--- config.mk ---
export PLATFORM = sky130hd
export DESIGN_NAME = scbc_channel
export DESIGN_NICKNAME = d
export VERILOG_FILES = /design/src/hw/scbc_pkg.sv /design/src/hw/scbc_fifo_if.sv /design/src/hw/scbc_fifo.sv /design/src/hw/scbc_baud.sv /design/src/hw/scbc_channel.sv
export SDC_FILE = /design/constraint.sdc
export NUM_CORES = 1
export LEC_CHECK = 0
export BUFFER_PORTS_ARGS = -buffer_cell sky130_fd_sc_hd__clkbuf_2
export CAP_MARGIN = 15
export CORE_MARGIN = 2
export CORE_UTILIZATION = 40
export CTS_CLUSTER_DIAMETER = 80
export CTS_CLUSTER_SIZE = 25
export DETAILED_ROUTE_END_ITERATION = 12
export GPL_TIMING_DRIVEN = 0
export PLACE_DENSITY = 0.59
export SETUP_SLACK_MARGIN = 0.02
export SYNTH_ARGS = -nofsm -noshare
export SYNTH_HDL_FRONTEND = slang
export SYNTH_SLANG_ARGS = --single-unit
--- constraint.sdc ---
create_clock -name aclk -period 4.21 [get_ports aclk]
set_input_delay 0.842 -clock aclk [delete_from_list [all_inputs] [get_ports aclk]]
set_output_delay 0.842 -clock aclk [all_outputs]
set_load 0.01 [all_outputs]
--- src/hw/scbc_pkg.sv ---
// Summary of operation
// RQ1: Data write queues low byte for sending
// RQ2: Data read pops oldest byte, upper zero
// RQ3: Ninth received bit shown at bit 7
// RQ4: Bit 6 picks odd or even parity
// RQ5: Bit 5 enables parity generate and check
// RQ6: Software: parity only in 7/8-bit formats
// RQ7: Bit 4 flags receive overrun
// RQ8: Bit 3 flags parity error or underrun
// RQ9: Bit 2 flags framing error
// RQ10: Bit 1 picks rising or falling clock edge
// RQ11: Software: edge bit zero when clock drives out
// RQ12: Bit 0 low: shift clock from generator
// RQ13: Bit 0 high: shift clock from pin
// RQ14: Registers reset zero, unused bits read zero
package scbc_pkg;
    localparam int unsigned ADDR_W = 8;
    localparam int unsigned FIFO_DEPTH = 16;
    localparam int unsigned FIFO_WIDTH = 9;
    localparam int unsigned DIV_W = 16;
    localparam int unsigned LVL_W = 5;
    // Register byte offsets
    localparam logic [7:0] ADDR_BUF = 8'h04;
    localparam logic [7:0] ADDR_CR = 8'h08;
    localparam logic [7:0] ADDR_CFG = 8'h0C;
    localparam logic [7:0] ADDR_STAT = 8'h10;
    // Control/status bit positions
    localparam int unsigned CR_NINTH = 7;
    localparam int unsigned CR_EVEN = 6;
    localparam int unsigned CR_PE = 5;
    localparam int unsigned CR_OVERRUN_FLAG = 4;
    localparam int unsigned CR_PARITY_UNDERRUN_FLAG = 3;
    localparam int unsigned CR_FRAMING_ERROR_FLAG = 2;
    localparam int unsigned CR_SHIFT_CLOCK_EDGE_SELECT = 1;
    localparam int unsigned CR_IOC = 0;
    localparam logic [7:0] CR_WMASK = 8'h63;
    localparam logic [7:0] CR_RESET = 8'h00;
    // Channel configuration fields
    localparam int unsigned CFG_FMT_LSB = 0;
    localparam int unsigned CFG_RXEN = 2;
    localparam int unsigned CFG_TXEN = 3;
    localparam int unsigned CFG_TX9 = 4;
    localparam int unsigned CFG_DIV_LSB = 16;
    localparam logic [31:0] CFG_MASK = 32'hFFFF_001F;
    localparam logic [31:0] CFG_RESET = 32'h0000_0000;
    // Status fields
    localparam int unsigned STAT_TX_LVL_LSB = 0;
    localparam int unsigned STAT_RX_LVL_LSB = 8;
    localparam int unsigned STAT_TX_BUSY = 16;
    localparam int unsigned STAT_RX_BUSY = 17;
    // Oversampling and bus response codes
    localparam logic [3:0] OS_LAST = 4'hF;
    localparam logic [3:0] OS_MID = 4'h7;
    localparam logic [1:0] RESP_OKAY = 2'h0;
    localparam logic [1:0] RESP_SLVERR = 2'h2;

    typedef enum logic [1:0] {FMT_IO, FMT_UART7, FMT_UART8, FMT_UART9} scbc_fmt_type;
    typedef enum logic [1:0] {TX_IDLE, TX_UART, TX_IO} scbc_tx_state_type;
    typedef enum logic [1:0] {RX_IDLE, RX_START, RX_DATA} scbc_rx_state_type;
endpackage

--- src/hw/scbc_fifo_if.sv ---
`timescale 1ns/1ns
interface scbc_fifo_if #(
    parameter int WIDTH = 9,
    parameter int DEPTH = 16
);
    localparam int LW = $clog2(DEPTH + 1);
    logic in_valid;
    logic in_ready;
    logic [WIDTH-1:0] in_data;
    logic out_valid;
    logic out_ready;
    logic [WIDTH-1:0] out_data;
    logic [LW-1:0] level;
    modport store(input in_valid, in_data, out_ready, output in_ready, out_valid, out_data, level);
    modport user(output in_valid, in_data, out_ready, input in_ready, out_valid, out_data, level);
endinterface

--- src/hw/scbc_fifo.sv ---
`timescale 1ns/1ns
module scbc_fifo #(
    parameter int WIDTH = 9,
    parameter int DEPTH = 16
) (
    // Clock and reset
    input wire logic aclk,
    input wire logic aresetn,
    // Queue ports
    scbc_fifo_if.store port
);
    localparam int PW = $clog2(DEPTH);
    localparam int LW = $clog2(DEPTH + 1);
    typedef struct packed {
        logic [DEPTH-1:0][WIDTH-1:0] mem;
        logic [PW-1:0] wr;
        logic [PW-1:0] rd;
        logic [LW-1:0] count;
    } scbc_fifo_state_type;
    scbc_fifo_state_type q, d;
    logic push;
    logic pop;

    assign port.in_ready = q.count != LW'(DEPTH);
    assign port.out_valid = q.count != '0;
    assign port.out_data = q.mem[q.rd];
    assign port.level = q.count;
    assign push = port.in_valid && port.in_ready;
    assign pop = port.out_ready && port.out_valid;

    always_comb begin
        d = q;
        if (push) begin
            d.mem[q.wr] = port.in_data;
            d.wr = (q.wr == PW'(DEPTH - 1)) ? '0 : q.wr + PW'(1);
        end
        if (pop) begin
            d.rd = (q.rd == PW'(DEPTH - 1)) ? '0 : q.rd + PW'(1);
        end
        if (push && !pop) begin
            d.count = q.count + LW'(1);
        end else if (pop && !push) begin
            d.count = q.count - LW'(1);
        end
    end

    always_ff @(posedge aclk) begin
        if (!aresetn) begin
            q <= '0;
        end else begin
            q <= d;
        end
    end
endmodule

--- src/hw/scbc_baud.sv ---
`timescale 1ns/1ns
module scbc_baud
    import scbc_pkg::*;
#(
    parameter int W = DIV_W
) (
    // Clock and reset
    input wire logic aclk,
    input wire logic aresetn,
    // Divider control
    input wire logic [W-1:0] divisor,
    output logic tick
);
    typedef struct packed {
        logic [W-1:0] count;
        logic tick;
    } scbc_baud_state_type;
    scbc_baud_state_type q, d;

    assign tick = q.tick;

    // One pulse every divisor+1 cycles
    always_comb begin
        d = q;
        d.tick = 1'b0;
        if (q.count >= divisor) begin
            d.count = '0;
            d.tick = 1'b1;
        end else begin
            d.count = q.count + W'(1);
        end
    end

    always_ff @(posedge aclk) begin
        if (!aresetn) begin
            q <= '0;
        end else begin
            q <= d;
        end
    end
endmodule

--- src/hw/scbc_channel.sv ---
`timescale 1ns/1ns
module scbc_channel
    import scbc_pkg::*;
(
    // Clock and reset
    input wire logic aclk,
    input wire logic aresetn,
    // AXI4-Lite write address and data
    input wire logic [ADDR_W-1:0] s_axi_awaddr,
    input wire logic s_axi_awvalid,
    output logic s_axi_awready,
    input wire logic [31:0] s_axi_wdata,
    input wire logic [3:0] s_axi_wstrb,
    input wire logic s_axi_wvalid,
    output logic s_axi_wready,
    // AXI4-Lite write response
    output logic [1:0] s_axi_bresp,
    output logic s_axi_bvalid,
    input wire logic s_axi_bready,
    // AXI4-Lite read
    input wire logic [ADDR_W-1:0] s_axi_araddr,
    input wire logic s_axi_arvalid,
    output logic s_axi_arready,
    output logic [31:0] s_axi_rdata,
    output logic [1:0] s_axi_rresp,
    output logic s_axi_rvalid,
    input wire logic s_axi_rready,
    // Serial line
    output logic txd,
    input wire logic rxd,
    // Shift clock pin
    input wire logic sclk_in,
    output logic sclk_out,
    output logic sclk_oe
);
    typedef struct packed {
        logic aw_have;
        logic [ADDR_W-1:0] aw_addr;
        logic w_have;
        logic [31:0] w_data;
        logic [3:0] w_strb;
        logic awready;
        logic wready;
        logic bvalid;
        logic [1:0] bresp;
        logic arready;
        logic rvalid;
        logic [1:0] rresp;
        logic [31:0] rdata;
        logic [7:0] cr;
        logic [31:0] cfg;
        scbc_tx_state_type tx_state;
        logic [11:0] tx_shift;
        logic [3:0] tx_bits;
        logic [3:0] tx_os;
        scbc_rx_state_type rx_state;
        logic [9:0] rx_shift;
        logic [3:0] rx_bits;
        logic [3:0] rx_os;
        logic txd;
        logic sclk_out;
        logic sclk_oe;
        logic sclk_prev;
    } scbc_state_type;

    scbc_state_type q, d;
    logic tick;

    scbc_fifo_if #(.WIDTH(FIFO_WIDTH), .DEPTH(FIFO_DEPTH)) tx_if ();
    scbc_fifo_if #(.WIDTH(FIFO_WIDTH), .DEPTH(FIFO_DEPTH)) rx_if ();

    scbc_fifo #(.WIDTH(FIFO_WIDTH), .DEPTH(FIFO_DEPTH)) u_tx_fifo (
        .aclk(aclk),
        .aresetn(aresetn),
        .port(tx_if.store)
    );

    scbc_fifo #(.WIDTH(FIFO_WIDTH), .DEPTH(FIFO_DEPTH)) u_rx_fifo (
        .aclk(aclk),
        .aresetn(aresetn),
        .port(rx_if.store)
    );

    scbc_baud #(.W(DIV_W)) u_baud (
        .aclk(aclk),
        .aresetn(aresetn),
        .divisor(q.cfg[CFG_DIV_LSB +: DIV_W]),
        .tick(tick)
    );

    // Builds an asynchronous frame, start bit first, stop bits fill the top
    function automatic logic [11:0] scbc_frame(input logic [7:0] data, input logic seven,
                                               input logic ext_en, input logic ext_bit);
        logic [11:0] f;
        f = 12'hFFF;
        f[0] = 1'b0;
        for (int i = 0; i < 8; i++) begin
            if (i < 7 || !seven) begin
                f[i + 1] = data[i];
            end
        end
        if (ext_en) begin
            f[seven ? 8 : 9] = ext_bit;
        end
        return f;
    endfunction

    // Parity bit for the selected polarity
    function automatic logic scbc_parity(input logic [7:0] data, input logic seven,
                                         input logic even);
        return ^(data & (seven ? 8'h7F : 8'hFF)) ^ ~even;
    endfunction

    assign s_axi_awready = q.awready;
    assign s_axi_wready = q.wready;
    assign s_axi_bresp = q.bresp;
    assign s_axi_bvalid = q.bvalid;
    assign s_axi_arready = q.arready;
    assign s_axi_rdata = q.rdata;
    assign s_axi_rresp = q.rresp;
    assign s_axi_rvalid = q.rvalid;
    assign txd = q.txd;
    assign sclk_out = q.sclk_out;
    assign sclk_oe = q.sclk_oe;

    always_comb begin
        scbc_fmt_type fmt;
        logic io_mode;
        logic seven;
        logic ext_en;
        logic txen;
        logic rxen;
        logic wr_done;
        logic rise;
        logic fall;
        logic act_edge;
        logic sh_edge;
        logic [3:0] n_frame;
        logic [3:0] n_rx;
        logic [9:0] al;
        logic [7:0] rx_byte;
        logic ext_rx;
        d = q;
        tx_if.in_valid = 1'b0;
        tx_if.in_data = '0;
        tx_if.out_ready = 1'b0;
        rx_if.in_valid = 1'b0;
        rx_if.in_data = '0;
        rx_if.out_ready = 1'b0;
        fmt = scbc_fmt_type'(q.cfg[CFG_FMT_LSB +: 2]);
        io_mode = fmt == FMT_IO;
        seven = fmt == FMT_UART7;
        ext_en = q.cr[CR_PE] || fmt == FMT_UART9;
        txen = q.cfg[CFG_TXEN];
        rxen = q.cfg[CFG_RXEN];
        wr_done = 1'b0;
        n_frame = (seven ? 4'h9 : 4'hA) + {3'h0, ext_en};
        n_rx = n_frame - 4'h1;
        rise = sclk_in && !q.sclk_prev;
        fall = !sclk_in && q.sclk_prev;
        act_edge = q.cr[CR_SHIFT_CLOCK_EDGE_SELECT] ? fall : rise; // [RQ10]
        sh_edge = q.cr[CR_SHIFT_CLOCK_EDGE_SELECT] ? rise : fall; // [RQ10]
        al = '0;
        rx_byte = '0;
        ext_rx = 1'b0;
        d.sclk_prev = sclk_in;

        // Write channel
        if (s_axi_awvalid && q.awready) begin
            d.aw_have = 1'b1;
            d.aw_addr = s_axi_awaddr;
        end
        if (s_axi_wvalid && q.wready) begin
            d.w_have = 1'b1;
            d.w_data = s_axi_wdata;
            d.w_strb = s_axi_wstrb;
        end
        if (q.bvalid && s_axi_bready) begin
            d.bvalid = 1'b0;
        end
        if (q.aw_have && q.w_have && !q.bvalid) begin
            d.bresp = RESP_OKAY;
            if (q.aw_addr == ADDR_BUF) begin
                // Full queue holds the write off
                if (!q.w_strb[0] || tx_if.in_ready) begin
                    tx_if.in_valid = q.w_strb[0]; // [RQ1]
                    tx_if.in_data = {q.cfg[CFG_TX9], q.w_data[7:0]}; // [RQ1]
                    wr_done = 1'b1;
                end
            end else if (q.aw_addr == ADDR_CR) begin
                if (q.w_strb[0]) begin
                    d.cr = (q.cr & ~CR_WMASK) | (q.w_data[7:0] & CR_WMASK); // [RQ14]
                end
                wr_done = 1'b1;
            end else if (q.aw_addr == ADDR_CFG) begin
                for (int b = 0; b < 4; b++) begin
                    if (q.w_strb[b]) begin
                        d.cfg[8*b +: 8] = q.w_data[8*b +: 8];
                    end
                end
                d.cfg = d.cfg & CFG_MASK;
                wr_done = 1'b1;
            end else if (q.aw_addr == ADDR_STAT) begin
                wr_done = 1'b1;
            end else begin
                d.bresp = RESP_SLVERR;
                wr_done = 1'b1;
            end
        end
        if (wr_done) begin
            d.bvalid = 1'b1;
            d.aw_have = 1'b0;
            d.w_have = 1'b0;
        end
        d.awready = !d.aw_have;
        d.wready = !d.w_have;

        // Read channel
        if (q.rvalid && s_axi_rready) begin
            d.rvalid = 1'b0;
        end
        if (s_axi_arvalid && q.arready) begin
            d.rvalid = 1'b1;
            d.rresp = RESP_OKAY;
            d.rdata = '0;
            if (s_axi_araddr == ADDR_BUF) begin
                d.rdata[7:0] = rx_if.out_valid ? rx_if.out_data[7:0] : 8'h00; // [RQ2]
                rx_if.out_ready = 1'b1; // [RQ2]
            end else if (s_axi_araddr == ADDR_CR) begin
                d.rdata[7:0] = q.cr; // [RQ14]
                // Reading reports the error flags and clears them
                d.cr[CR_OVERRUN_FLAG] = 1'b0;
                d.cr[CR_PARITY_UNDERRUN_FLAG] = 1'b0;
                d.cr[CR_FRAMING_ERROR_FLAG] = 1'b0;
            end else if (s_axi_araddr == ADDR_CFG) begin
                d.rdata = q.cfg;
            end else if (s_axi_araddr == ADDR_STAT) begin
                d.rdata[STAT_TX_LVL_LSB +: LVL_W] = tx_if.level;
                d.rdata[STAT_RX_LVL_LSB +: LVL_W] = rx_if.level;
                d.rdata[STAT_TX_BUSY] = q.tx_state != TX_IDLE;
                d.rdata[STAT_RX_BUSY] = q.rx_state != RX_IDLE;
            end else begin
                d.rresp = RESP_SLVERR;
            end
        end
        d.arready = !d.rvalid;

        // Clock output drive in generator-clocked I/O mode
        d.sclk_oe = io_mode && !q.cr[CR_IOC]; // [RQ12]

        // Transmit and I/O shift engine
        case (q.tx_state)
            TX_IDLE: begin
                d.txd = 1'b1;
                d.sclk_out = 1'b1;
                d.tx_bits = '0;
                if (io_mode && q.cr[CR_IOC] && act_edge) begin
                    // External clock started a byte with nothing loaded
                    d.rx_shift = {rxd, q.rx_shift[9:1]}; // [RQ13]
                    d.tx_bits = 4'h1;
                    d.tx_shift = 12'hFFF;
                    d.tx_state = TX_IO;
                    if (txen) begin
                        d.cr[CR_PARITY_UNDERRUN_FLAG] = 1'b1; // [RQ8]
                    end
                end else if (txen && tx_if.out_valid) begin
                    tx_if.out_ready = 1'b1;
                    d.tx_os = '0;
                    if (!io_mode) begin
                        d.tx_shift = scbc_frame(tx_if.out_data[7:0], seven, ext_en,
                            q.cr[CR_PE] ? scbc_parity(tx_if.out_data[7:0], seven,
                            q.cr[CR_EVEN]) : tx_if.out_data[8]); // [RQ4] [RQ5]
                        d.tx_bits = n_frame;
                        d.tx_state = TX_UART;
                    end else begin
                        d.tx_shift = {4'hF, tx_if.out_data[7:0]};
                        d.tx_state = TX_IO;
                    end
                    d.txd = d.tx_shift[0];
                end
            end
            TX_UART: begin
                if (tick) begin
                    d.tx_os = q.tx_os + 4'h1;
                    if (q.tx_os == OS_LAST) begin
                        d.tx_os = '0;
                        d.tx_shift = {1'b1, q.tx_shift[11:1]};
                        d.tx_bits = q.tx_bits - 4'h1;
                        d.txd = d.tx_shift[0];
                        if (q.tx_bits == 4'h1) begin
                            d.txd = 1'b1;
                            d.tx_state = TX_IDLE;
                        end
                    end
                end
            end
            TX_IO: begin
                if (!q.cr[CR_IOC]) begin
                    // Generator clock: fall shifts out, rise samples
                    act_edge = tick && !q.sclk_out; // [RQ12]
                    sh_edge = tick && q.sclk_out; // [RQ12]
                    if (tick) begin
                        d.sclk_out = !q.sclk_out;
                    end
                end
                if (sh_edge && q.tx_bits != 4'h0) begin
                    d.tx_shift = {1'b1, q.tx_shift[11:1]}; // [RQ13]
                    d.txd = d.tx_shift[0];
                end
                if (act_edge) begin
                    d.rx_shift = {rxd, q.rx_shift[9:1]}; // [RQ13]
                    d.tx_bits = q.tx_bits + 4'h1;
                    if (q.tx_bits == 4'h7) begin
                        d.tx_state = TX_IDLE;
                        d.sclk_out = 1'b1;
                        if (rxen) begin
                            if (rx_if.in_ready) begin
                                rx_if.in_valid = 1'b1;
                                rx_if.in_data = {1'b0, d.rx_shift[9:2]};
                            end else begin
                                d.cr[CR_OVERRUN_FLAG] = 1'b1; // [RQ7]
                            end
                        end
                    end
                end
                if (!io_mode) begin
                    d.tx_state = TX_IDLE;
                end
            end
            default: d.tx_state = TX_IDLE;
        endcase

        // Asynchronous receiver, 16x oversampled
        case (q.rx_state)
            RX_IDLE: begin
                if (!io_mode && rxen && !rxd) begin
                    d.rx_os = '0;
                    d.rx_state = RX_START;
                end
            end
            RX_START: begin
                if (tick) begin
                    d.rx_os = q.rx_os + 4'h1;
                    if (q.rx_os == OS_MID) begin
                        d.rx_os = '0;
                        d.rx_bits = '0;
                        d.rx_state = rxd ? RX_IDLE : RX_DATA;
                    end
                end
            end
            RX_DATA: begin
                if (tick) begin
                    d.rx_os = q.rx_os + 4'h1;
                    if (q.rx_os == OS_LAST) begin
                        d.rx_os = '0;
                        d.rx_shift = {rxd, q.rx_shift[9:1]};
                        d.rx_bits = q.rx_bits + 4'h1;
                        if (d.rx_bits == n_rx) begin
                            d.rx_state = RX_IDLE;
                            al = d.rx_shift >> (4'hA - n_rx);
                            rx_byte = al[7:0] & (seven ? 8'h7F : 8'hFF);
                            ext_rx = seven ? al[7] : al[8];
                            if (!al[n_rx - 4'h1]) begin
                                d.cr[CR_FRAMING_ERROR_FLAG] = 1'b1; // [RQ9]
                            end
                            if (q.cr[CR_PE]
                                && ext_rx != scbc_parity(rx_byte, seven, q.cr[CR_EVEN])) begin
                                d.cr[CR_PARITY_UNDERRUN_FLAG] = 1'b1; // [RQ4] [RQ5] [RQ8]
                            end
                            if (fmt == FMT_UART9) begin
                                d.cr[CR_NINTH] = ext_rx; // [RQ3]
                            end
                            if (rx_if.in_ready) begin
                                rx_if.in_valid = 1'b1;
                                rx_if.in_data = {fmt == FMT_UART9 && ext_rx, rx_byte};
                            end else begin
                                d.cr[CR_OVERRUN_FLAG] = 1'b1; // [RQ7]
                            end
                        end
                    end
                end
                if (io_mode || !rxen) begin
                    d.rx_state = RX_IDLE;
                end
            end
            default: d.rx_state = RX_IDLE;
        endcase
    end

    always_ff @(posedge aclk) begin
        if (!aresetn) begin
            q <= '0; // [RQ14]
            q.cr <= CR_RESET;
            q.cfg <= CFG_RESET;
            q.txd <= 1'b1;
            q.sclk_out <= 1'b1;
            q.sclk_prev <= 1'b1;
        end else begin
            q <= d;
        end
    end
endmodule

# Yosys cells after proc, flatten, opt, wreduce, memory -nomap -nowiden

Index checks and enable logic that the tools add are counted.

Shift operators: 1
Reductions and logical operators: 81
Bitwise operators: 10
Muxes and demuxes: 207
Magnitude comparators: 10
Equal/unequal tests: 45
Add/subtract/negate cells: 18

Operators with widths:

| cell                  | number |
|---|---|
| $bwmux W144           | 2 |
| $mux W8               | 16 |
| $mux W9               | 12 |
| $mux W1               | 97 |
| $mux W40              | 2 |
| $bmux W9 S4           | 2 |
| $demux W9 S4          | 2 |
| $mux W22              | 3 |
| $mux W32              | 2 |
| $mux W26              | 2 |
| $pmux W16 S3          | 1 |
| $mux W5               | 9 |
| $mux W20              | 2 |
| $mux W2               | 19 |
| $mux W37              | 1 |
| $mux W35              | 1 |
| $add A4 B1 Y4 const B | 8 |
| $eq A8 B4 Y1 const B  | 4 |
| $mux W4               | 8 |
| $logic_and A1 B1 Y1   | 31 |
| $lt A4 B5 Y1 const B  | 6 |
| $mux W10              | 3 |
| $mux W14              | 2 |
| $reduce_and A5 Y1     | 5 |
| 50 further kinds      | 132 |

Word-level logic and storage cells: 442
Register bits: 493
Output and inout port bits: 44

# Depth between registers and ports, before layout

Gate-level depths: netlist (run 1).

Word-level depth: 18
Depth in mapped cells: 19

# By module

A second synthesis (run 1) with hierarchy kept.

Cells, all modules: 2445
Area total of the unflattened synthesis: 24542.3 µm²

Modules (own cells, without submodules):

| module       | instances | area an instance (µm²) | sequential area each (µm²) | cells an instance |
|---|---|---|---|---|
| scbc_fifo    | 2         | 7678.6                 | 3143.0                     | 668 |
| scbc_channel | 1         | 8114.0                 | 2922.8                     | 981 |
| scbc_baud    | 1         | 1071.0                 | 340.3                      | 128 |

# Worst setup path before layout (run 1)

OpenSTA, ideal clock, no wires.

Path kind: reg2reg
From: reg q[46] (netlist bit)
To: reg u_rx_fifo.q, in the netlist u_rx_fifo.port.level[4]
Buffers on the path: 2
Slack: 0.090 ns
Required time: 4.134 ns
Period minus slack after synthesis: 4.120 ns
Stages on the path, launching flop included: 19
Arrival: 4.045 ns
Path through: dfxtp_1 > clkbuf_1 > nand2b_1 > inv_1 > ha_1 > buf_2 > xor2_1 > or4_1 > nor3_2 > o21ai_2 > inv_2 > ha_1 > inv_1 > fa_1 > a21o_1 > a21oi_1 > xnor2_1 > or3_1 > a21boi_0

Longest elaborated chain between the ends: 13

RTL lines:

| element                                              | line                                     | RTL |
|---|---|---|
| start, declared                                      | scbc_channel.sv:66                       | `scbc_state_type q, d;` |
| $eq A2 B1 Y1 / $eq A2 B2 Y1 (equally long branches)  | scbc_channel.sv:152, scbc_channel.sv:153 |  |
| $mux W2 / $logic_or A1 B1 Y1 (equally long branches) | scbc_channel.sv:157, scbc_channel.sv:153 |  |
| $add A4 B1 Y4 (*)                                    | scbc_channel.sv:157                      | `n_frame = (seven ? 4'h9 : 4'hA) + {3'h0, ext_en};` |
| $sub A4 B1 Y4 (*)                                    | scbc_channel.sv:158                      | `n_rx = n_frame - 4'h1;` |
| $eq A4 B4 Y1 (*)                                     | scbc_channel.sv:358                      | `if (d.rx_bits == n_rx) begin` |
| $mux W1 (*)                                          | scbc_channel.sv:358                      |  |
| $mux W1 (*)                                          | scbc_channel.sv:354                      | `if (q.rx_os == OS_LAST) begin` |
| $mux W1 (*)                                          | scbc_channel.sv:352                      | `if (tick) begin` |
| $mux W1 (*)                                          | scbc_channel.sv:334                      | `case (q.rx_state)` |
| $logic_and A1 B1 Y1 (*)                              | scbc_fifo.sv:28                          | `assign push = port.in_valid && port.in_ready;` |
| named net u_rx_fifo.push                             | scbc_fifo.sv:21                          | `logic push;` |
| $logic_not A1 Y1                                     | scbc_fifo.sv:42                          | `end else if (pop && !push) begin` |
| $logic_and A1 B1 Y1                                  | scbc_fifo.sv:42                          |  |
| $reduce_bool A2 Y1 (no line)                         | --                                       |  |
| end signal, assigned                                 | scbc_fifo.sv:49                          | `q <= '0;` |
| end signal, assigned                                 | scbc_fifo.sv:51                          | `q <= d;` |
| end, declared                                        | scbc_fifo.sv:20                          | `scbc_fifo_state_type q, d;` |

The timed path passes the listed nets; every way through them passes the cells marked *.
A chain may end at the register's enable or synchronous reset.

# Worst setup path after layout (run 1)

From: reg q[47] (netlist bit)
To: reg u_rx_fifo.q[38] (netlist bit)

Longest elaborated chain between the ends: 13

RTL lines:

| element                                              | line                                     | RTL |
|---|---|---|
| $eq A2 B1 Y1 / $eq A2 B2 Y1 (equally long branches)  | scbc_channel.sv:152, scbc_channel.sv:153 |  |
| $mux W2 / $logic_or A1 B1 Y1 (equally long branches) | scbc_channel.sv:157, scbc_channel.sv:153 |  |
| $add A4 B1 Y4                                        | scbc_channel.sv:157                      |  |
| $sub A4 B1 Y4                                        | scbc_channel.sv:158                      |  |
| $sub A4 B4 Y4                                        | scbc_channel.sv:360                      | `al = d.rx_shift >> (4'hA - n_rx);` |
| $shr A10 B4 Y10                                      | scbc_channel.sv:360                      |  |
| $and A8 B8 Y8                                        | scbc_channel.sv:361                      | `rx_byte = al[7:0] & (seven ? 8'h7F : 8'hFF);` |
| $mux W9                                              | scbc_channel.sv:373                      | `if (rx_if.in_ready) begin` |
| $mux W9                                              | scbc_channel.sv:358                      |  |
| $mux W9                                              | scbc_channel.sv:354                      |  |
| $mux W9                                              | scbc_channel.sv:352                      |  |
| $mux W9                                              | scbc_channel.sv:334                      |  |
| $bwmux W144                                          | scbc_fifo.sv:34                          | `d.mem[q.wr] = port.in_data;` |

Parallel ways exist; a longest one is shown, timed or not.

==> results of run 1 <==
==> power groups by stage <==
stage | Clock [mW] | Sequential [mW] | Combinational [mW]
3_5_place_dp | 0 | 4.51 | 0.276
4_1_cts | 3.22 | 4.41 | 0.277
2_1_floorplan | 0 | 4.50 | 0.157
3_3_place_gp | 0 | 4.51 | 0.273
5_1_grt | 3.41 | 4.41 | 0.302
6_report | 3.16 | 4.41 | 0.276
==> per-layer routing <==
metal  routed length [microns]  up-vias  GRT usage
li1                          -     8743          -
met1                     28400     8841      0.286
met2                     30700      451      0.366
met3                      3180       79     0.0224
met4                      1740        0     0.0617
met5                         0        -          0
==> worst min path at each step <==
| stage | endpoint | cells past startpoint |
|---|---|---|
| detailed placement | q[82] | 2 |
| finish | q[159] | 3 |
| CTS | q[0] | 2 |
| floorplan | u_tx_fifo.q[149] | 2 |
| global route | q[0] | 2 |
| global placement | u_rx_fifo.q[153] | 2 |
==> synth_stat cells, types with 15 or more instances <==
master / number / area, sq um
a21boi_0: 66 / 495
a21oi_1: 44 / 220
a22oi_1: 34 / 255
and2_1: 176 / 1100
buf_2: 26 / 130
buf_4: 42 / 315
clkbuf_1: 130 / 488
dfxtp_1: 461 / 9230
ha_1: 55 / 688
inv_1: 62 / 233
mux2i_1: 92 / 921
mux4_2: 78 / 1760
nand2_1: 422 / 1580
nand2b_1: 15 / 93.8
nand3_1: 56 / 280
nor2_1: 71 / 267
nor2b_1: 115 / 719
nor3_1: 15 / 75.1
o211a_1: 93 / 931
o21ai_0: 187 / 936
xnor2_1: 33 / 289
xor2_1: 25 / 219
==> through the flow <==
step           power [mW]  instances   util  worst slack [ns]  setup TNS [ns]
2_1_floorplan        4.66       2475      -            0.0896               0
3_3_place_gp         4.78       3320  0.429            -0.811          -21.07
3_5_place_dp         4.78       3320  0.429            -0.903          -25.93
4_1_cts              7.91       3371  0.447            0.0222               0
5_1_grt              8.12       3372  0.448            0.0322               0
6_report             7.85       3372  0.448             0.207               0
==> cell usage in the layout (no fill, tap or decap), types with 28 or more instances in the layout <==
cell	n
clkbuf_1	129
nor2b_1	115
o211a_1	93
mux4_2	78
nand3_1	56
nand2_1	421
ha_1	55
a21oi_1	44
inv_1	60
dfxtp_1	459
mux2i_1	92
clkbuf_16	28
o21ai_0	187
buf_4	46
a22oi_1	34
and2_1	176
a21boi_0	65
clkbuf_2	90
xnor2_1	33
nor2_1	71
==> cells by family (layout without fill, tap and decap cells) <==
group / count (synthesis) / in the layout / synth area share
AOI/OAI and AO/OA: 500 / 500 / 0.153
other: 1 / 5 / 0.000165
DFF: 461 / 461 / 0.406
buffers and inverters: 271 / 412 / 0.0543
adders and majority gates: 57 / 57 / 0.0321
xor gates and xnor gates: 58 / 58 / 0.0224
muxes: 181 / 181 / 0.129
and+or+nand+nor: 942 / 942 / 0.204
==> layout make-up <==
type / instances / area, sq um / area share
multi-input cells: 1743 / 12300 / 0.488
inverters: 63 / 236 / 0.00939
repair buffers: 92 / 468 / 0.0186
clock buffers: 29 / 704 / 0.0280
well taps: 756 / 946 / 0.0376
plain buffers: 208 / 1020 / 0.0404
flip-flops and latches: 461 / 9230 / 0.367
clock inverters: 20 / 285 / 0.0113
==> state kept, by name, summed over array words and instances, names as in the netlist <==
| signal | count |
|---|---|
| s_axi_bresp | 1 |
| u_baud.q | 16 |
| u_tx_fifo.port.level | 5 |
| u_rx_fifo.port.level | 5 |
| txd | 1 |
| q | 107 |
| sclk_oe | 1 |
| u_rx_fifo.q | 136 |
| s_axi_rvalid | 1 |
| u_baud.tick | 1 |
| s_axi_bvalid | 1 |
| s_axi_awready | 1 |
| u_tx_fifo.q | 152 |
| s_axi_arready | 1 |
| sclk_out | 1 |
| s_axi_rdata | 29 |
| s_axi_rresp | 1 |
| s_axi_wready | 1 |
==> repair_timing <==
item / in CTS / in global routing
gates resized for setup: 16 / 6
setup buffers: 2 / 1
endpoints found under the setup margin: 133 / 12
pin swaps: 1 / 1
==> worst register-to-register path, stage by stage, from the launching register on <==
cell,delay (ns)
dfxtp_4,0.38
buf_6,0.15
nand2b_4,0.17
inv_2,0.07
ha_1,0.29
buf_4,0.19
xor2_1,0.16
or4_4,0.54
nor3_4,0.23
buf_4,0.16
buf_4,0.13
nand2_1,0.10
buf_4,0.19
a31oi_1,0.61
buf_4,0.31
nand2_1,0.07
o211a_1,0.12
==> metrics.md, run 1 <==
| Metric | Value |
|---|---|
| Cell variety after synth | 66 |
| Slowest CP cell | a31oi_1 |
| Synthesized area | 22700 sq um |
| Sink Count | 461 |
| Crit Path Category | reg -> reg |
| Top delay family on crit path | buffers and inverters |
| CP Depth | 16 |
| Critical Path Source | q[47] |
| Fillcell total | roughly 5500 |
| Die width | between 200 and 250 microns |
| DRT Pass-1 Iters | 9 |
| Vias per cell | between 5 and 6 |
| Logic pwr share | 0.035 |
| Layout Nets | about 2700 |
| IO Count | roughly 110 |
| CORE AREA | 56300 sq um |
| Tightest Hold Check Type | in -> reg |
| Final Max Tran Viols | 0 |
| Skew final | 0.0586 ns |
| Placer Congestion | ~0.91 |
| Origin of the worst min-delay path | s_axi_wdata[28] |
| Final min period | 4.00 ns |
| Flop and latch count out of synthesis | around 460 |
| DR WL/cell | ~19 microns |
| Cell mode on critical path | buf_4 |
| Initial core utilization | 0.404 |
| CTS tree | done |
| Synth Instances | roughly 2500 |
| Post-synth EDFFs | 0 |
| Worst Path Max Fanout | 10 |
| Die area | 58700 sq um |
| Clk buf depth | 3 |
| Hold Vio Cnt, Final | 0 |
| Hold WS | 0.438 ns |
| Outcome | finished, final reports clean |
| Pleak | between 10 and 15 nW |
| VDD IR max | between 0.3 and 0.4 mV |
| Layout cell share with drive strength beyond 1 | 0.127 |
| Worst EP arrival | 4.49 ns |
| Largest net degree at the start of global routing | 26 |
| Synth warn | 0 |
| H-Tree Level Count | 1 |
| FF-to-FF path depth | 16 |
| Setup crit end | u_rx_fifo.q[38] |
| Num CTS Buffers | 28 |
| DP Wirelength | 48.3 mm |
| Number of global-route vias before repair | about 18000 |
| Crit. End Element | flip-flop |
| Via count | around 18000 |
| Internal power | around 6 mW |
| DRC viols | 0 |
| Cell Pwr Density | slightly above 300 nW/um^2 |
| First-pass GRT wire length | 101 mm |
| Max Cap Viol | 0 |
| Fraction of registers with async set/reset | 0 |
| Initial antenna violation count | 2 |
| RSZ-0062 raised after global routing | no |
| Max frequency | 250 MHz |
| Total grt overflow | 0 |
| Die height | 242 microns |
| Buf/Inv on CP | 7 |
| Core Rows | 87 |
| Slowest stage delay, CP | around 0.6 ns |
| Clock root buffer | clkbuf_16 |
| FF-to-FF Start | q[47] |
| Setup Viol. Count Final | 0 |
| # hold bufs at CTS | 0 |
| CP required | 4.70 ns |
| Avg Inst Size Synth | around 9 sq um |
| Sequential fraction of the synthesis area | 0.406 |
| Switching Power | 1.93 mW |
| ANT cells | 0 |
| Seq pwr share | 0.561 |
| Period utilisation layout | 0.951 |
| Post-route ant nets | 0 |
| Final instance area | about 25000 sq um |
| P&R area growth vs syn | 10.9% |
| Capturing point of the worst reg2reg path | u_rx_fifo.q[38] |
| Ys flop type | dfxtp_1 |
| Reg2Reg Setup Slack | between 0.2 and 0.25 ns |
| DRT iter0 DRCs | about 1100 |
| Reg clk slew, reported paths | approximately 0.09 ns |
| CP startpoint kind | flip-flop |
| CP cell instances | buf_6 -> nand2b_4 -> inv_2 -> ha_1 -> buf_4 -> xor2_1 -> or4_4 -> nor3_4 -> buf_4 -> buf_4 -> nand2_1 -> buf_4 -> a31oi_1 -> buf_4 -> nand2_1 -> o211a_1 |
| Clock network fraction of total power | 0.403 |
| Slew headroom | 0.310 |
| Worst slew pin tran | between 1 and 1.5 ns |
| Clk Latency, worst-skew pair | between 0.6 and 0.7 ns |
| GRT Overall Usage | 0.214 |
| Final wirelength | approximately 64 mm |
| Port Buffers | 89 |
| Placement-stage cell area | around 24000 sq um |
| Sw Ratio | 0.246 |
No activity file was read; power rests on OpenSTA's default activity.
==> run 2: changes to the inputs <==
--- a/config.mk
+++ b/config.mk
@@ -9,6 +9,7 @@
 export CAP_MARGIN = 15
 export CORE_MARGIN = 2
 export CORE_UTILIZATION = 40
+export CTS_BUF_LIST = sky130_fd_sc_hd__clkbuf_2
 export CTS_CLUSTER_DIAMETER = 80
 export CTS_CLUSTER_SIZE = 25
 export DETAILED_ROUTE_END_ITERATION = 12
==> run 2 against run 1 <==
Sequential share of layout area barely moved. Register-to-register slack got worse by 0.02 ns. Core utilization barely moved. Combinational power up 16%. Clock skew grew 0.25 ns. Cell area about the same.
==> metrics.md, run 2 (synthesized netlist as in run 1, its figures left out) <==
| Metric | Value |
|---|---|
| Outcome | finished, final reports clean (unchanged) |
| First-pass GRT wire length | 102 mm (was 101 mm) |
| RSZ-0062 raised after global routing | no (unchanged) |
| Clk buf depth | 3 (unchanged) |
| Most flop-heavy register | u_tx_fifo.q (unchanged) |
| Die area | 58700 sq um (unchanged) |
| Final min period | 4.02 ns (was 4.00 ns) |
| Multi-input gate area | 12300 sq um (about the same) |
| Most common cell after layout, fill and taps aside | dfxtp_1 (unchanged) |
| Max frequency | 249 MHz (was 250 MHz) |
| DRT iter0 DRCs | 1209 (was 1116) |
| Hold Crit Endpoint | q[23] (was q[159]) |
| P&R area growth vs syn | 10.8% (was 10.9%) |
| Die width | 242 microns (unchanged) |
| Port Buffers | 89 (unchanged) |
| Clock root buffer | clkbuf_2 (was clkbuf_16) |
| Initial core utilization | 0.404 (unchanged) |
| Max FFs per register | 152 (unchanged) |
| Period utilisation layout | 0.956 (was 0.951) |
| Cell Pwr Density | 270 nW/um^2 (was 311 nW/um^2) |
| Vias per cell | 5.35 (was 5.37) |
| Setup TNS Final | 0 ns (unchanged) |
| Commonest cells after routing, fill and taps aside | 459 x dfxtp_1, 421 x nand2_1, 187 x o21ai_0 (unchanged) |
| IO Count | 105 (unchanged) |
| CTS tree | done (unchanged) |
| Reg area | 9230 sq um (unchanged) |
| Tightest Hold Check Type | in -> reg (unchanged) |
| Layout Nets | 2769 (was 2715) |
| DRT Pass-1 Iters | 5 (was 9) |
| Worst Path Max Fanout | 10 (unchanged) |
| Largest net degree at the start of global routing | 26 (unchanged) |
| Setup Viol. Count Final | 0 (unchanged) |
| Fillcell total | 5470 (was 5461) |
| Slew headroom | 0.314 (was 0.310) |
| GRT Overall Usage | 0.217 (was 0.214) |
| DP Worst Slack | -0.903 ns (unchanged) |
| DR WL/cell | 18.9 microns (was 19.0 microns) |
| Sink Count | 461 (unchanged) |
| Max Cap Viol | 0 (unchanged) |
| Final core utilization | 0.447 (was 0.448) |
| VDD IR max | 0.232 mV (was 0.352 mV) |
| Hold-critical path depth | 4 (was 3) |
| Hold Vio Cnt, Final | 0 (unchanged) |
| CP required | 5.24 ns (was 4.70 ns) |
| Capturing point of the worst reg2reg path | u_rx_fifo.q[64] (was u_rx_fifo.q[38]) |
| Worst EP arrival | 5.05 ns (was 4.49 ns) |
| Core Rows | 87 (unchanged) |
| Die height | 242 microns (unchanged) |
| Placer Congestion | 0.909 (unchanged) |
| Skew final | 0.305 ns (was 0.0586 ns) |
| Initial antenna violation count | 4 (was 2) |
| Final Max Tran Viols | 0 (unchanged) |
| Num CTS Buffers | 28 (unchanged) |
| Total grt overflow | 0 (unchanged) |
| Layout cell share with drive strength beyond 1 | 0.127 (about the same) |
| Reg clk slew, reported paths | 0.44 ns (was 0.09 ns) |
| Setup WS post-layout | 0.187 ns (was 0.207 ns) |
| Via count | 18300 (was 18100) |
| Worst slew pin tran | 1.02 ns (was 1.03 ns) |
| Number of global-route vias before repair | 17800 (was 17500) |
| FF-to-FF Start | q[46] (was q[47]) |
| Top Registers | u_tx_fifo.q x152, u_rx_fifo.q x136, q x107 (unchanged) |
| Crit. End Element | flip-flop (unchanged) |
| DRC viols | 0 (unchanged) |
| Origin of the worst min-delay path | rxd (was s_axi_wdata[28]) |
| Clk Latency, worst-skew pair | 1.33 ns (was 0.63 ns) |
| CP startpoint kind | flip-flop (unchanged) |
| Post-route ant nets | 0 (unchanged) |
| Final wirelength | 64.8 mm (was 64.0 mm) |
| H-Tree Level Count | 1 (unchanged) |
| DP Wirelength | 48.3 mm (unchanged) |
| Pleak | 10.1 nW (about the same) |
| Crit Path Category | reg -> reg (unchanged) |
| CORE AREA | 56300 sq um (unchanged) |
| Reg2Reg Setup Slack | 0.19 ns (was 0.21 ns) |
| FF-to-FF path depth | 16 (unchanged) |
## run 2: changes by cell type in the layout (fill, tap and decap cells not counted), moves of 2 or more
cell           before  now
clkbuf_1          129  127
clkbuf_16          28    0
clkbuf_2           90  120
diode_2             0    4
dlygate4sd3_1       0   54
nor2_1             71   69
nor2_2             11   13
## run 2: per-layer routing
metal	GRT usage	part of all wire
met1	0.288	0.44
met4	0.0704	0.033
met2	0.372	0.48
met5	0	0
met3	0.0228	0.049
## run 2: area by class of cell
cell class | instances | area share
inverter | 63 | 0.00940
buffer | 207 | 0.0400
timing repair buffer | 147 | 0.0404
clock buffer | 29 | 0.00577
multi-input combinational | 1743 | 0.489
tap | 756 | 0.0376
antenna | 4 | 0.000398
clock inverter | 20 | 0.0105
sequential | 461 | 0.367
## run 2: what timing repair did
action | 4_1_cts | 5_1_grt
hold buffers | 54 | 0
hold endpoints to repair | 48 | 0
buffers inserted | 3 | 1
pin swaps | 1 | 1
setup endpoints to repair | 133 | 33
resized for setup | 17 | 9
## run 2: critical path: stages (launching register included)
cell and delay, ns:
dfxtp_2 0.42, clkbuf_8 0.17, nand2_2 0.10, nand2b_1 0.08, ha_1 0.31, buf_4 0.19, xor2_1 0.16, or4_4 0.54
nor3_4 0.23, buf_4 0.16, buf_4 0.14, nand2_1 0.10, buf_4 0.19, a31oi_2 0.44, buf_4 0.27, nand2_1 0.07
o211a_1 0.13
## run 2: metrics by stage
step	cell area, sq um	power (mW)	cells	hold WS, ns
floorplan	22700	4.66	2475	0.436
global placement	24100	4.78	3320	0.452
detailed placement	24100	4.78	3320	0.458
CTS	25100	6.86	3425	0.00499
global route	25200	7.07	3429	0.0332
finish	25200	6.81	3430	0.101
## run 2: report_power, final
group | switching (mW) | internal, mW | total [mW]
sequential | 0.0216 | 4.43 | 4.45
combinational | 0.192 | 0.127 | 0.319
clock | 1.60 | 0.437 | 2.04
## run 2: worst max path at each step
| stage | cells past startpoint | to | slack (ns) | start |
|---|---|---|---|---|
| 3_3_place_gp | 18 | u_rx_fifo.port.level[4] | -0.81 | q[46] |
| 5_1_grt | 18 | u_rx_fifo.port.level[4] | 0.02 | q[46] |
| 4_1_cts | 18 | u_rx_fifo.port.level[4] | 0.07 | q[46] |
| 3_5_place_dp | 18 | u_rx_fifo.port.level[4] | -0.90 | q[46] |
| 6_report | 16 | u_rx_fifo.q[64] | 0.19 | q[46] |
| 2_1_floorplan | 18 | u_rx_fifo.port.level[4] | 0.09 | q[46] |
==> run 3: changes to the inputs <==
--- a/config.mk
+++ b/config.mk
@@ -8,13 +8,13 @@
 export BUFFER_PORTS_ARGS = -buffer_cell sky130_fd_sc_hd__clkbuf_2
 export CAP_MARGIN = 15
 export CORE_MARGIN = 2
-export CORE_UTILIZATION = 40
+export CORE_UTILIZATION = 58
 export CTS_BUF_LIST = sky130_fd_sc_hd__clkbuf_2
 export CTS_CLUSTER_DIAMETER = 80
 export CTS_CLUSTER_SIZE = 25
 export DETAILED_ROUTE_END_ITERATION = 12
 export GPL_TIMING_DRIVEN = 0
-export PLACE_DENSITY = 0.59
+export PLACE_DENSITY = 0.8
 export SETUP_SLACK_MARGIN = 0.02
 export SYNTH_ARGS = -nofsm -noshare
 export SYNTH_HDL_FRONTEND = slang
==> run 3 against run 2 <==
Cell count is 7.7% lower. Global-route usage increased by 7.2 points. Via count increased by 1.4%. Core utilization increased by 19 points. Setup slack worse by 0.029 ns. Sequential share of layout area rose by 0.98 points. Flip-flop and latch count unchanged. Register-to-register slack worse by 0.03 ns. Largest power group unchanged. Highest routed layer is now met5.
==> metrics.md, run 3 (synthesized netlist as in run 1, its figures left out) <==
| Metric | Value |
|---|---|
| Outcome | finished, final reports clean (unchanged) |
| DRT Pass-1 Iters | 7 (was 5) |
| DR WL/cell | 18.8 microns (was 18.9 microns) |
| Reg clk slew, reported paths | 0.45 ns (was 0.44 ns) |
| Initial antenna violation count | 4 (unchanged) |
| Buf/Inv on CP | 4 (was 6) |
| P&R area growth vs syn | 7.98% (was 10.8%) |
| Initial core utilization | 0.588 (was 0.404) |
| FF-to-FF Start | q[47] (was q[46]) |
| CORE AREA | 38600 sq um (was 56300 sq um) |
| Most flop-heavy register | u_tx_fifo.q (unchanged) |
| Top delay family on crit path | simple AND/OR/NAND/NOR gates (was buffers and inverters) |
| Post-route ant nets | 0 (unchanged) |
| Origin of the worst min-delay path | s_axi_awvalid (was rxd) |
| Max FFs per register | 152 (unchanged) |
| Vias per cell | 5.87 (was 5.35) |
| CTS tree | done (unchanged) |
| Finished Layout Cells | 3165 (was 3430) |
| Die height | 202 microns (was 242 microns) |
| Max frequency | 247 MHz (was 249 MHz) |
| Largest net degree at the start of global routing | 26 (unchanged) |
| Layout cell share with drive strength beyond 1 | 0.121 (was 0.127) |
| Pleak | 9.94 nW (was 10.1 nW) |
| Period utilisation layout | 0.963 (was 0.956) |
| Clk Latency, worst-skew pair | 1.16 ns (was 1.33 ns) |
| Top Registers | u_tx_fifo.q x152, u_rx_fifo.q x136, q x107 (unchanged) |
| CP cell instances | nand2b_2 -> inv_4 -> ha_1 -> clkbuf_4 -> xor2_1 -> or4_4 -> nor3_4 -> o21ai_2 -> inv_2 -> ha_1 -> inv_1 -> fa_1 -> a21o_1 -> a21oi_1 -> xnor2_1 -> or3_1 -> a21boi_1 (was clkbuf_8 -> nand2_2 -> nand2b_1 -> ha_1 -> buf_4 -> xor2_1 -> or4_4 -> nor3_4 -> buf_4 -> buf_4 -> nand2_1 -> buf_4 -> a31oi_2 -> buf_4 -> nand2_1 -> o211a_1) |
| Final wirelength | 59.5 mm (was 64.8 mm) |
| Commonest cells after routing, fill and taps aside | 458 x dfxtp_1, 422 x nand2_1, 187 x o21ai_0 (was 459 x dfxtp_1, 421 x nand2_1, 187 x o21ai_0) |
| CP startpoint kind | flip-flop (unchanged) |
| Hold-critical path depth | 3 (was 4) |
| RSZ-0062 raised after global routing | yes (was no) |
| Clk buf depth | 3 (unchanged) |
| Core Rows | 72 (was 87) |
| Max Cap Viol | 0 (unchanged) |
| Final core utilization | 0.635 (was 0.447) |
| Port Buffers | 89 (unchanged) |
| Final Max Tran Viols | 0 (unchanged) |
| Slowest stage delay, CP | 0.54 ns (about the same) |
| Hold Vio Cnt, Final | 0 (unchanged) |
| First-pass GRT wire length | 95.6 mm (was 102 mm) |
| Crit Path Category | reg -> reg (unchanged) |
| Layout Nets | 2751 (was 2769) |
| H-Tree Level Count | 1 (unchanged) |
| Final instance area | 24500 sq um (was 25200 sq um) |
| Cell Pwr Density | 262 nW/um^2 (was 270 nW/um^2) |
| CP required | 5.32 ns (was 5.24 ns) |
| Final min period | 4.05 ns (was 4.02 ns) |
| Multi-input gate area | 12300 sq um (about the same) |
| Placed Cells | 3082 (was 3320) |
| IO Count | 105 (unchanged) |
| Slew headroom | 0.305 (was 0.314) |
| Total grt overflow | 0 (unchanged) |
| Num CTS Buffers | 24 (was 28) |
| Worst Path Max Fanout | 10 (unchanged) |
| Most common cell after layout, fill and taps aside | dfxtp_1 (unchanged) |
| Die area | 40800 sq um (was 58700 sq um) |
| DP Wirelength | 44.9 mm (was 48.3 mm) |
| GRT Overall Usage | 0.290 (was 0.217) |
| Fillcell total | 3119 (was 5470) |
| Number of global-route vias before repair | 18300 (was 17800) |
| Hold Crit Endpoint | q[166] (was q[23]) |
| Slowest CP cell | or4_4 (unchanged) |
| Skew final | 0.134 ns (was 0.305 ns) |
| Sink Count | 461 (unchanged) |
| Reg2Reg Setup Slack | 0.16 ns (was 0.19 ns) |
| Worst slew pin tran | 1.04 ns (was 1.02 ns) |
| Cell mode on critical path | ha_1 (was buf_4) |
| DRT iter0 DRCs | 1542 (was 1209) |
| FF-to-FF path depth | 17 (was 16) |
| Setup Viol. Count Final | 0 (unchanged) |
| Setup WS post-layout | 0.158 ns (was 0.187 ns) |
| Clock root buffer | clkbuf_2 (unchanged) |
| Via count | 18600 (was 18300) |
| Crit. End Element | flip-flop (unchanged) |
| Placement-stage cell area | 23800 sq um (was 24100 sq um) |
| DRC viols | 0 (unchanged) |
| Capturing point of the worst reg2reg path | u_rx_fifo.port.level[4] (was u_rx_fifo.q[64]) |
| VDD IR max | 0.298 mV (was 0.232 mV) |
| Die width | 202 microns (was 242 microns) |
| Placer Congestion | 0.889 (was 0.909) |
| Reg area | 9240 sq um (was 9230 sq um) |
| DP Worst Slack | -0.676 ns (was -0.903 ns) |
| Worst EP arrival | 5.16 ns (was 5.05 ns) |
| Tightest Hold Check Type | in -> reg (unchanged) |
## run 3: cell types whose count changed in the layout (fill, tap and decap cells not counted), moves of 3 or more
cell,before,now
dlygate4sd3_1,54,38
clkinv_8,3,0
inv_8,7,0
clkbuf_2,120,117
## run 3: power by group
| group | internal [mW] | switching, mW |
|---|---|---|
| combinational | 0.118 | 0.186 |
| sequential | 4.43 | 0.0231 |
| clock | 0.279 | 1.38 |
| total | 4.83 | 1.59 |
## run 3: final cells by class
class                           count  area share
Antenna cell                        3    0.000306
Buffer                            206      0.0404
Clock buffer                       28     0.00571
Clock inverter                      9     0.00418
Inverter                           63     0.00975
Multi-Input combinational cell   1743       0.501
Sequential cell                   461       0.377
Tap cell                          518      0.0264
Timing Repair Buffer              134      0.0358
## run 3: worst max path at each step
stage          startpoint                      end  slack (ns)  cells past startpoint
5_1_grt             q[46]  u_rx_fifo.port.level[4]       -0.02                     17
6_report            q[47]  u_rx_fifo.port.level[4]        0.16                     17
3_5_place_dp        q[46]  u_rx_fifo.port.level[4]       -0.68                     18
3_3_place_gp        q[46]  u_rx_fifo.port.level[4]       -0.64                     18
2_1_floorplan       q[46]  u_rx_fifo.port.level[4]        0.09                     18
4_1_cts             q[47]  u_rx_fifo.port.level[4]        0.04                     17
## run 3: worst register-to-register path, cell delays in order, from the launching register on
cell and delay, ns:
dfxtp_4 0.45, nand2b_2 0.25, inv_4 0.12, ha_1 0.24, clkbuf_4 0.21, xor2_1 0.17, or4_4 0.54, nor3_4 0.24
o21ai_2 0.13, inv_2 0.12, ha_1 0.18, inv_1 0.10, fa_1 0.40, a21o_1 0.17, a21oi_1 0.16, xnor2_1 0.10
or3_1 0.31, a21boi_1 0.14
## run 3: routing by layer
metal	GRT usage	vias to the layer above	share of wire
li1	-	8814	-
met1	0.358	8974	0.41
met2	0.511	640	0.49
met3	0.0351	164	0.057
met4	0.123	2	0.043
met5	0	-	0.00020
## run 3: what timing repair did
action	in CTS	in global routing
pin swaps	1	0
gates resized for setup	6	7
hold buffers	38	0
endpoints found under the setup margin	114	9
setup buffers	4	3
hold endpoints to repair	38	0
## run 3: per-stage QoR
stage / TNS, ns / hold WS, ns / total power [mW]
final: 0 / 0.0882 / 6.41
after global routing: -0.0181 / 0.0830 / 6.60
after CTS: 0 / 0.0470 / 6.42
after detailed placement: -8.93 / 0.461 / 4.78
after global placement: -5.85 / 0.451 / 4.77
after floorplan: 0 / 0.436 / 4.66
